## src/core/cgs_defines.svh

```systemverilog
// address map, field positions and reset values of the serial config bank
`ifndef CGS_DEFINES_SVH
`define CGS_DEFINES_SVH

// ****************************************************************
// register addresses
// ****************************************************************
`define CGS_ADDR_CONFIG 13'h0000
`define CGS_ADDR_UNUSED_A 13'h0001
`define CGS_ADDR_RESERVED 13'h0002
`define CGS_ADDR_PART_IDENTIFIER 13'h0003
`define CGS_ADDR_READBACK 13'h0004
`define CGS_ADDR_VER_LOW 13'h0005
`define CGS_ADDR_VER_HIGH 13'h0006
`define CGS_ADDR_UNUSED_LO 13'h0007
`define CGS_ADDR_UNUSED_HI 13'h000F
`define CGS_ADDR_CHARGE_PUMP 13'h0010

// ****************************************************************
// field positions
// ****************************************************************
`define CGS_CFG_SDO_HI 7
`define CGS_CFG_LSB_HI 6
`define CGS_CFG_SRST_HI 5
`define CGS_CFG_SRST_LO 2
`define CGS_CFG_LSB_LO 1
`define CGS_CFG_SDO_LO 0
`define CGS_RB_ACTIVE_BIT 0
`define CGS_INSTR_READ_BIT 15
`define CGS_INSTR_ADDR_MSB 12
`define CGS_I2C_CFG_MASK 8'hDB

// ****************************************************************
// reset values and serial counts
// ****************************************************************
`define CGS_BYTE_RESET 8'h00
`define CGS_CP_RESET 8'h7D
`define CGS_INSTR_LAST 4'hF
`define CGS_BYTE_LAST 4'h7

`endif

```

## src/core/cgs_pkg.sv

```systemverilog
// types shared by the serial config bank
package cgs_pkg;

  typedef enum logic [1:0] {
    cgs_idle = 2'b00,
    cgs_instr = 2'b01,
    cgs_data = 2'b10
  } cgs_phase_e;

  typedef struct packed {
    cgs_phase_e phase;
    logic [3:0] bit_cnt;
    logic [15:0] shreg;
    logic rd;
    logic [12:0] addr;
    logic sdo_en;
    logic lsb_first;
    logic soft_pend;
    logic soft_pulse;
    logic rb_active;
    logic [7:0] ver_lo_buf;
    logic [7:0] ver_hi_buf;
    logic [7:0] cp_buf;
    logic [7:0] ver_lo_act;
    logic [7:0] ver_hi_act;
    logic [7:0] cp_act;
    logic [7:0] out_byte;
    logic sdio_o;
    logic sdio_oe_n;
    logic sdo_o;
    logic sdo_oe_n;
    logic sclk_d;
    logic upd_d;
  } cgs_state_s;

endpackage : cgs_pkg

```

## src/core/cgs_serial_regs.sv

```systemverilog
// serial port slave and front register bank of the clock generator
`timescale 1ns/1ps
`include "cgs_defines.svh"

module cgs_serial_regs #(
  parameter logic [7:0] PART_IDENTIFIER = 8'h5A // arbitrary identification value
) (
  input wire logic sys_clk_i,
  input wire logic reset_i,
  input wire logic sclk_i,
  input wire logic cs_n_i,
  input wire logic sdio_i,
  input wire logic io_update_i,
  input wire logic i2c_mode_i,
  output logic sdio_o,
  output logic sdio_oe_n_o,
  output logic sdo_o,
  output logic sdo_oe_n_o,
  output logic soft_reset_o,
  output logic [7:0] charge_pump_ctrl_o,
  output logic [15:0] cust_version_o
);
  import cgs_pkg::*;

  // ****************************************************************
  // pin synchronisers
  // ****************************************************************
  logic s_sclk;
  logic s_cs_n;
  logic s_sdio;
  logic s_upd;
  logic s_i2c;

  cgs_sync #(
    .WIDTH(5),
    .RESET_VAL(5'h02)
  ) u_sync (
    .sys_clk_i(sys_clk_i),
    .reset_i(reset_i),
    .async_i({i2c_mode_i, io_update_i, sdio_i, cs_n_i, sclk_i}),
    .sync_o({s_i2c, s_upd, s_sdio, s_cs_n, s_sclk})
  );

  // ****************************************************************
  // state and decode helpers
  // ****************************************************************
  cgs_state_s q;
  cgs_state_s next_q;
  logic sclk_rise;
  logic sclk_fall;
  logic upd_rise;
  logic [15:0] instr_shift;
  logic [7:0] data_shift;
  logic [7:0] rd_data;
  logic [7:0] tx_byte;
  logic tx_bit;
  logic wr_fire;
  logic [7:0] wr_byte;

  assign sclk_rise = s_sclk & ~q.sclk_d;
  assign sclk_fall = ~s_sclk & q.sclk_d;
  assign upd_rise = s_upd & ~q.upd_d;
  assign instr_shift = q.lsb_first ? {s_sdio, q.shreg[15:1]}
                                   : {q.shreg[14:0], s_sdio};
  assign data_shift = q.lsb_first ? {s_sdio, q.shreg[7:1]}
                                  : {q.shreg[6:0], s_sdio};
  // first bit of a read byte comes from the live mux, later bits from shifter
  assign tx_byte = (q.bit_cnt == 4'h0) ? rd_data : q.out_byte;
  assign tx_bit = q.lsb_first ? tx_byte[0] : tx_byte[7];

  // ****************************************************************
  // read multiplexer
  // ****************************************************************
  always_comb
  begin
    rd_data = `CGS_BYTE_RESET;
    case (q.addr)
      `CGS_ADDR_CONFIG:
      begin
        if (!s_i2c)
        begin
          rd_data[`CGS_CFG_SDO_HI] = q.sdo_en;
          rd_data[`CGS_CFG_SDO_LO] = q.sdo_en;
          rd_data[`CGS_CFG_LSB_HI] = q.lsb_first;
          rd_data[`CGS_CFG_LSB_LO] = q.lsb_first;
        end
        rd_data[`CGS_CFG_SRST_HI] = q.soft_pend;
        rd_data[`CGS_CFG_SRST_LO] = q.soft_pend;
      end
      `CGS_ADDR_PART_IDENTIFIER: rd_data = PART_IDENTIFIER;
      `CGS_ADDR_READBACK: rd_data[`CGS_RB_ACTIVE_BIT] = q.rb_active;
      `CGS_ADDR_VER_LOW: rd_data = q.rb_active ? q.ver_lo_act
                                                : q.ver_lo_buf;
      `CGS_ADDR_VER_HIGH: rd_data = q.rb_active ? q.ver_hi_act
                                                 : q.ver_hi_buf;
      `CGS_ADDR_CHARGE_PUMP: rd_data = q.rb_active ? q.cp_act : q.cp_buf;
      default: rd_data = `CGS_BYTE_RESET;
    endcase
  end

  // ****************************************************************
  // next state
  // ****************************************************************
  always_comb
  begin
    next_q = q;
    next_q.soft_pulse = 1'b0;
    next_q.sclk_d = s_sclk;
    next_q.upd_d = s_upd;
    wr_fire = 1'b0;
    wr_byte = `CGS_BYTE_RESET;
    if (s_cs_n)
    begin
      next_q.phase = cgs_idle;
      next_q.bit_cnt = 4'h0;
      next_q.sdio_oe_n = 1'b1;
      next_q.sdo_oe_n = 1'b1;
    end
    else
    begin
      case (q.phase)
        cgs_idle:
        begin
          next_q.phase = cgs_instr;
          next_q.bit_cnt = 4'h0;
        end
        cgs_instr:
        begin
          if (sclk_rise)
          begin
            next_q.shreg = instr_shift;
            if (q.bit_cnt == `CGS_INSTR_LAST)
            begin
              next_q.rd = instr_shift[`CGS_INSTR_READ_BIT];
              next_q.addr = instr_shift[`CGS_INSTR_ADDR_MSB:0];
              next_q.phase = cgs_data;
              next_q.bit_cnt = 4'h0;
            end
            else
            begin
              next_q.bit_cnt = q.bit_cnt + 4'h1;
            end
          end
        end
        cgs_data:
        begin
          if (sclk_rise)
          begin
            next_q.shreg = {8'h00, data_shift};
            if (q.bit_cnt == `CGS_BYTE_LAST)
            begin
              next_q.bit_cnt = 4'h0;
              // streaming walks up in lsb-first mode, down otherwise
              next_q.addr = q.lsb_first ? q.addr + 13'h0001
                                        : q.addr - 13'h0001;
              wr_fire = ~q.rd;
              wr_byte = data_shift;
            end
            else
            begin
              next_q.bit_cnt = q.bit_cnt + 4'h1;
            end
          end
          if (sclk_fall && q.rd)
          begin
            next_q.out_byte = q.lsb_first ? {1'b0, tx_byte[7:1]}
                                          : {tx_byte[6:0], 1'b0};
            if (q.sdo_en)
            begin
              next_q.sdo_o = tx_bit;
              next_q.sdo_oe_n = 1'b0;
            end
            else
            begin
              next_q.sdio_o = tx_bit;
              next_q.sdio_oe_n = 1'b0;
            end
          end
        end
        default: next_q.phase = cgs_idle;
      endcase
    end

    if (wr_fire)
    begin
      case (q.addr)
        `CGS_ADDR_CONFIG:
        begin
          // in i2c mode the mirrored port options do not exist
          next_q.sdo_en = ~s_i2c & (wr_byte[`CGS_CFG_SDO_HI]
                                    | wr_byte[`CGS_CFG_SDO_LO]);
          next_q.lsb_first = ~s_i2c & (wr_byte[`CGS_CFG_LSB_HI]
                                       | wr_byte[`CGS_CFG_LSB_LO]);
          if (wr_byte[`CGS_CFG_SRST_HI] | wr_byte[`CGS_CFG_SRST_LO])
          begin
            next_q.soft_pend = 1'b1;
          end
        end
        `CGS_ADDR_READBACK: next_q.rb_active = wr_byte[`CGS_RB_ACTIVE_BIT];
        `CGS_ADDR_VER_LOW: next_q.ver_lo_buf = wr_byte;
        `CGS_ADDR_VER_HIGH: next_q.ver_hi_buf = wr_byte;
        `CGS_ADDR_CHARGE_PUMP: next_q.cp_buf = wr_byte;
        default: next_q.rd = q.rd;
      endcase
    end

    if (upd_rise)
    begin
      next_q.ver_lo_act = q.ver_lo_buf;
      next_q.ver_hi_act = q.ver_hi_buf;
      next_q.cp_act = q.cp_buf;
    end

    // soft reset lands one cycle after the write and then clears itself
    if (q.soft_pend)
    begin
      next_q.soft_pend = 1'b0;
      next_q.soft_pulse = 1'b1;
      next_q.sdo_en = 1'b0;
      next_q.lsb_first = 1'b0;
      next_q.rb_active = 1'b0;
      next_q.ver_lo_buf = `CGS_BYTE_RESET;
      next_q.ver_hi_buf = `CGS_BYTE_RESET;
      next_q.cp_buf = `CGS_CP_RESET;
      next_q.ver_lo_act = `CGS_BYTE_RESET;
      next_q.ver_hi_act = `CGS_BYTE_RESET;
      next_q.cp_act = `CGS_CP_RESET;
    end
  end

  always_ff @(posedge sys_clk_i)
  begin
    if (reset_i)
    begin
      q <= '0;
      q.phase <= cgs_idle;
      q.cp_buf <= `CGS_CP_RESET;
      q.cp_act <= `CGS_CP_RESET;
      q.sdio_oe_n <= 1'b1;
      q.sdo_oe_n <= 1'b1;
    end
    else
    begin
      q <= next_q;
    end
  end

  assign sdio_o = q.sdio_o;
  assign sdio_oe_n_o = q.sdio_oe_n;
  assign sdo_o = q.sdo_o;
  assign sdo_oe_n_o = q.sdo_oe_n;
  assign soft_reset_o = q.soft_pulse;
  assign charge_pump_ctrl_o = q.cp_act;
  assign cust_version_o = {q.ver_hi_act, q.ver_lo_act};

  // ****************************************************************
  // assertions
  // ****************************************************************
  a_outside_ignored: assert property (
    @(posedge sys_clk_i) disable iff (reset_i)
    (wr_fire && q.addr > `CGS_ADDR_CHARGE_PUMP && !q.soft_pend)
    |=> ($stable(q.cp_buf) && $stable(q.ver_lo_buf) && $stable(q.ver_hi_buf)
         && $stable(q.rb_active) && $stable(q.sdo_en) && !q.soft_pend))
    else $error("write outside map changed state");

  a_unused_ignored: assert property (
    @(posedge sys_clk_i) disable iff (reset_i)
    (wr_fire && !q.soft_pend && (q.addr == `CGS_ADDR_UNUSED_A
     || (q.addr >= `CGS_ADDR_UNUSED_LO && q.addr <= `CGS_ADDR_UNUSED_HI)))
    |=> ($stable(q.cp_buf) && $stable(q.ver_lo_buf) && $stable(q.ver_hi_buf)
         && $stable(q.rb_active) && $stable(q.lsb_first)))
    else $error("write to unused address changed state");

  a_spi_mirror: assert property (
    @(posedge sys_clk_i) disable iff (reset_i)
    (!s_i2c && q.addr == `CGS_ADDR_CONFIG)
    |-> (rd_data[7] == rd_data[0] && rd_data[6] == rd_data[1]
         && rd_data[5] == rd_data[2] && rd_data[4:3] == 2'b00))
    else $error("config byte pairs not mirrored");

  a_i2c_config: assert property (
    @(posedge sys_clk_i) disable iff (reset_i)
    (s_i2c && q.addr == `CGS_ADDR_CONFIG)
    |-> ((rd_data & `CGS_I2C_CFG_MASK) == 8'h00))
    else $error("i2c config shows unused bits");

  a_soft_clear: assert property (
    @(posedge sys_clk_i) disable iff (reset_i)
    (wr_fire && q.addr == `CGS_ADDR_CONFIG && (wr_byte[5] || wr_byte[2]))
    |=> q.soft_pend ##1 (!q.soft_pend && q.soft_pulse
                         && q.cp_buf == `CGS_CP_RESET && q.ver_lo_act == 8'h00))
    else $error("soft reset did not restore and clear");

  a_readback_sel: assert property (
    @(posedge sys_clk_i) disable iff (reset_i)
    (q.addr == `CGS_ADDR_CHARGE_PUMP)
    |-> (rd_data == (q.rb_active ? q.cp_act : q.cp_buf)))
    else $error("readback picked wrong bank");

  a_version_write: assert property (
    @(posedge sys_clk_i) disable iff (reset_i)
    (wr_fire && !q.soft_pend && q.addr == `CGS_ADDR_VER_HIGH)
    |=> (q.ver_hi_buf == $past(wr_byte) && $stable(q.ver_lo_buf)))
    else $error("version high byte not stored");

  a_update_copy: assert property (
    @(posedge sys_clk_i) disable iff (reset_i)
    (upd_rise && !q.soft_pend)
    |=> (q.cp_act == $past(q.cp_buf) && q.ver_lo_act == $past(q.ver_lo_buf)))
    else $error("update did not copy buffer");

  a_active_hold: assert property (
    @(posedge sys_clk_i) disable iff (reset_i)
    (!upd_rise && !q.soft_pend) |=> ($stable(q.cp_act) && $stable(q.ver_hi_act)))
    else $error("active bank moved without update");

  a_part_identifier_fixed: assert property (
    @(posedge sys_clk_i) disable iff (reset_i)
    (q.addr == `CGS_ADDR_PART_IDENTIFIER) |-> (rd_data == PART_IDENTIFIER))
    else $error("part identifier not fixed");

endmodule : cgs_serial_regs

```

## src/core/cgs_sync.sv

```systemverilog
// two flip-flop synchroniser for pin inputs
`timescale 1ns/1ps

module cgs_sync #(
  parameter int WIDTH = 1,
  parameter logic [WIDTH-1:0] RESET_VAL = '0
) (
  input wire logic sys_clk_i,
  input wire logic reset_i,
  input wire logic [WIDTH-1:0] async_i,
  output logic [WIDTH-1:0] sync_o
);

  typedef struct packed {
    logic [WIDTH-1:0] meta;
    logic [WIDTH-1:0] stable;
  } cgs_sync_s;

  cgs_sync_s q;
  cgs_sync_s next_q;

  always_comb
  begin
    next_q.meta = async_i;
    next_q.stable = q.meta;
  end

  always_ff @(posedge sys_clk_i)
  begin
    if (reset_i)
    begin
      q <= {RESET_VAL, RESET_VAL};
    end
    else
    begin
      q <= next_q;
    end
  end

  assign sync_o = q.stable;

endmodule : cgs_sync

```

## config.mk

```make
export PLATFORM = sky130hd
export DESIGN_NAME = cgs_serial_regs
export DESIGN_NICKNAME = d
export VERILOG_FILES = /design/src/core/cgs_pkg.sv /design/src/core/cgs_serial_regs.sv /design/src/core/cgs_sync.sv
export VERILOG_INCLUDE_DIRS = /design/src /design/src/core
export SDC_FILE = /design/constraint.sdc
export NUM_CORES = 1
export LEC_CHECK = 0
export BUFFER_PORTS_ARGS = -buffer_cell sky130_fd_sc_hd__buf_4
export CAP_MARGIN = 5
export CORE_UTILIZATION = 30
export DETAILED_ROUTE_END_ITERATION = 10
export PLACE_DENSITY = 0.42
export SLEW_MARGIN = 20
export SYNTH_ARGS = -nofsm -noshare
export SYNTH_HDL_FRONTEND = slang
export SYNTH_SLANG_ARGS = --single-unit
export TNS_END_PERCENT = 1
```

## constraint.sdc

```tcl
create_clock -name sys_clk_i -period 3.7 [get_ports sys_clk_i]
set_input_delay 0.74 -clock sys_clk_i [delete_from_list [all_inputs] [get_ports sys_clk_i]]
set_output_delay 0.74 -clock sys_clk_i [all_outputs]
set_load 0.02 [all_outputs]
```

==> reports/results.txt <==
status: complete, no violations
clk_skew: 0.006485 ns
worst path cell trace: inv_2 -> ha_1 -> a21o_1 -> a21o_1 -> or4_1 -> a211o_1 -> a31o_1 -> a31oi_1
GRT busiest layer: met2
Startpoint Class: flop
setup repair bufs after CTS: 0
Setup Viol. Count Final: 0
slew at the pin closest to its max-slew limit: 0.9517 ns
Layout Utilization: 0.3522
VDD IR max: 0.3128 mV
DIE HEIGHT: 143 µm
clock buffer depth: 2
commonest non-fill, non-tap cell in the layout: dfxtp_1
worst-skew pair later-pin latency: 0.41 ns
# rows: 51
period utilization: 0.7293
wire per inst: 17.35 µm
CTS Hold Bufs: 0
Syn Inst Count: 724
Yosys reg bits: 113
Seq pwr share: 0.418
die width: 143 µm
Max Slew Vio Count: 0
net count after synthesis: 749
CP peak stage delay: 0.56 ns
Hold Fails Final Rpt: 0
WS Path Type: reg -> reg
Pre-antenna DRT Iters: 7
unrepaired setup endpoints after global routing: false
number of enable flip-flop cells after synthesis: 0
Core Area: 19460 µm²
Area Overhead vs Synth: 14.91%
CP endpoint kind: flop
port buffer count: 35
Final Non-Filler Cells: 997
GPL Wtd Cong: 0.8261
Total Nets Final: 744
Post-CTS Resized: 0
Mapped Area: 5964 µm²
combinational group share of total power: 0.031
Worst Path Arrival: 3.03 ns
Yosys cell types: 69
Clk pin slew, worst setup/hold paths: 0.06 ns
Num CTS Buffers: 17
initial antenna violation count: 1
CTS tree: built
global routing usage on met2: 0.2747
Tot GR Track Use: 0.1784
Initial Util: 0.3065
sequential share of the synthesized area: 0.3793
Top FF cell, synth: dfxtp_1
GRT overflow: 0
Max Cap Viol: 0
clk sink count: 113
layout cells sized above 1: 0.1313
Min Hold Slack: 0.4090 ns
Iteration-0 DRC Markers: 283
first-pass GRT wire length: 27460 µm
PwrDens: 431.8 nW/µm²
CP max FO: 19
Post-DP HPWL: 12240 µm
CP max stage cell: or4_1
Root Buffer: clkbuf_16
Placed Instances: 965
grt met3 use: 0.04292
most used cell, CP: a21o_1
setup TNS: 0 ns
CP required: 4.04 ns
dpl ws: 1.020 ns
num ports: 36
H-Tree Depth: 4
final antenna-violating net count: 0
most frequent cells in the layout: 113 x dfxtp_1, 102 x nand2_1, 65 x nor2_1, 65 x a21oi_1, 44 x mux2i_1
via count: 5105
vias in the first global route: 4880
die area: 20450 µm²
Rel. slew slack: 0.3632
Fmax: 370.6 MHz
min Tclk post-route: 2.699 ns
grt met1 use: 0.2393
ys async rst share: 0
routed wire length: 17300 µm
synth warn: 0
Mapped Avg Cell Area: 8.238 µm²
pin count of the biggest net entering global routing: 49
Leak: 2.382 nW
Worst Hold Class: reg -> reg
NetSw: 0.6499 mW
final worst setup slack: 1.001 ns
cell-internal power: 2.310 mW
clock network fraction of design power: 0.552
DRC errors left: 0
switch share: 0.2196
DR vias/cell: 5.120
-- power by group through the flow --
stage / combinational, mW / clock (mW) / sequential [mW]
after floorplan: 0.0703 / 0 / 1.26
after global placement: 0.0913 / 0 / 1.26
after detailed placement: 0.0916 / 0 / 1.26
after CTS: 0.0919 / 1.68 / 1.24
after global routing: 0.100 / 1.74 / 1.24
final: 0.0905 / 1.63 / 1.24
-- metal layers --
metal	vias to the layer above	wire (µm)
met5	-	0
met4	0	310
met3	15	740
met2	107	7697
met1	2430	8552
li1	2553	-
-- worst max-delay path: cells and delay by family, from the launching register on --
family	cells	cell delay [ns]
buffers and inverters	1	0.32
adder cells (fa/ha/maj)	1	0.36
AO/OA/AOI/OAI	5	1.07
AND/OR/NAND/NOR	1	0.56
flip-flops	1	0.31
-- metrics by stage --
step | total power [mW] | area (µm²)
after global routing | 3.077 | 6852
final | 2.960 | 6854
after global placement | 1.353 | 6262
after CTS | 3.008 | 6852
after floorplan | 1.329 | 5964
after detailed placement | 1.353 | 6262
-- path summary, 6_finish.rpt --
check	startpoint	endpoint	slack, ns	cells after the start
worst max-delay path	q[65]	q[79]	1.00	8
worst min-delay path	u_sync.next_q[1]	u_sync.sync_o[1]	0.41	1
worst max register to register	q[65]	q[79]	1.00	8
worst min register to register	u_sync.next_q[1]	u_sync.sync_o[1]	0.41	1
-- kinds of logic after synthesis --
| kind of cell | count (synthesis) | synth area share |
|---|---|---|
| muxes | 53 | 0.09083 |
| adders and majority gates | 18 | 0.03902 |
| DFF | 113 | 0.3793 |
| xor gates and xnor gates | 8 | 0.01175 |
| and+or+nand+nor | 274 | 0.2198 |
| buffers and inverters | 83 | 0.06922 |
| AOI/OAI and AO/OA | 175 | 0.1901 |
-- cells in the mapped netlist (all sizes together), types with 4 or more instances --
master	number	area, µm²
ha	17	212.7
nor3	20	105.1
dfxtp	113	2262
nand3	20	100.1
nor2	66	250.2
a22oi	8	60.06
nand2b	8	50.05
a31oi	8	50.05
or3	7	43.79
nand2	102	382.9
mux2	9	101.4
nor4	4	40.04
or2	5	31.28
xnor2	5	43.79
o22ai	7	43.79
clkbuf	31	116.4
a21o	7	52.55
nand4	9	62.56
mux2i	44	440.4
o21bai	4	30.03
a32oi	6	52.55
o211ai	6	45.04
a21oi	65	325.3
buf	35	232.7
nor2b	15	93.84
inv	17	63.81
a211oi	14	110.1
o21ai	23	115.1
-- registers in the layout (all words and copies together) (netlist names) --
signal              count
sdo_oe_n_o              1
q                      74
sdo_o                   1
sdio_oe_n_o             1
charge_pump_ctrl_o      8
u_sync.sync_o           5
soft_reset_o            1
u_sync.next_q           5
sdio_o                  1
cust_version_o         16
-- cell type report --
type | count | area, µm²
Fill cell | 2029 | 12610
Multi-Input combinational cell | 528 | 3289
Sequential cell | 113 | 2262
Clock buffer | 21 | 480.5
Tap cell | 265 | 331.6
Timing Repair Buffer | 42 | 315.3
Clock inverter | 10 | 108.9
Inverter | 17 | 63.81
Antenna cell | 1 | 2.502
No activity file was read; power rests on OpenSTA's default activity.
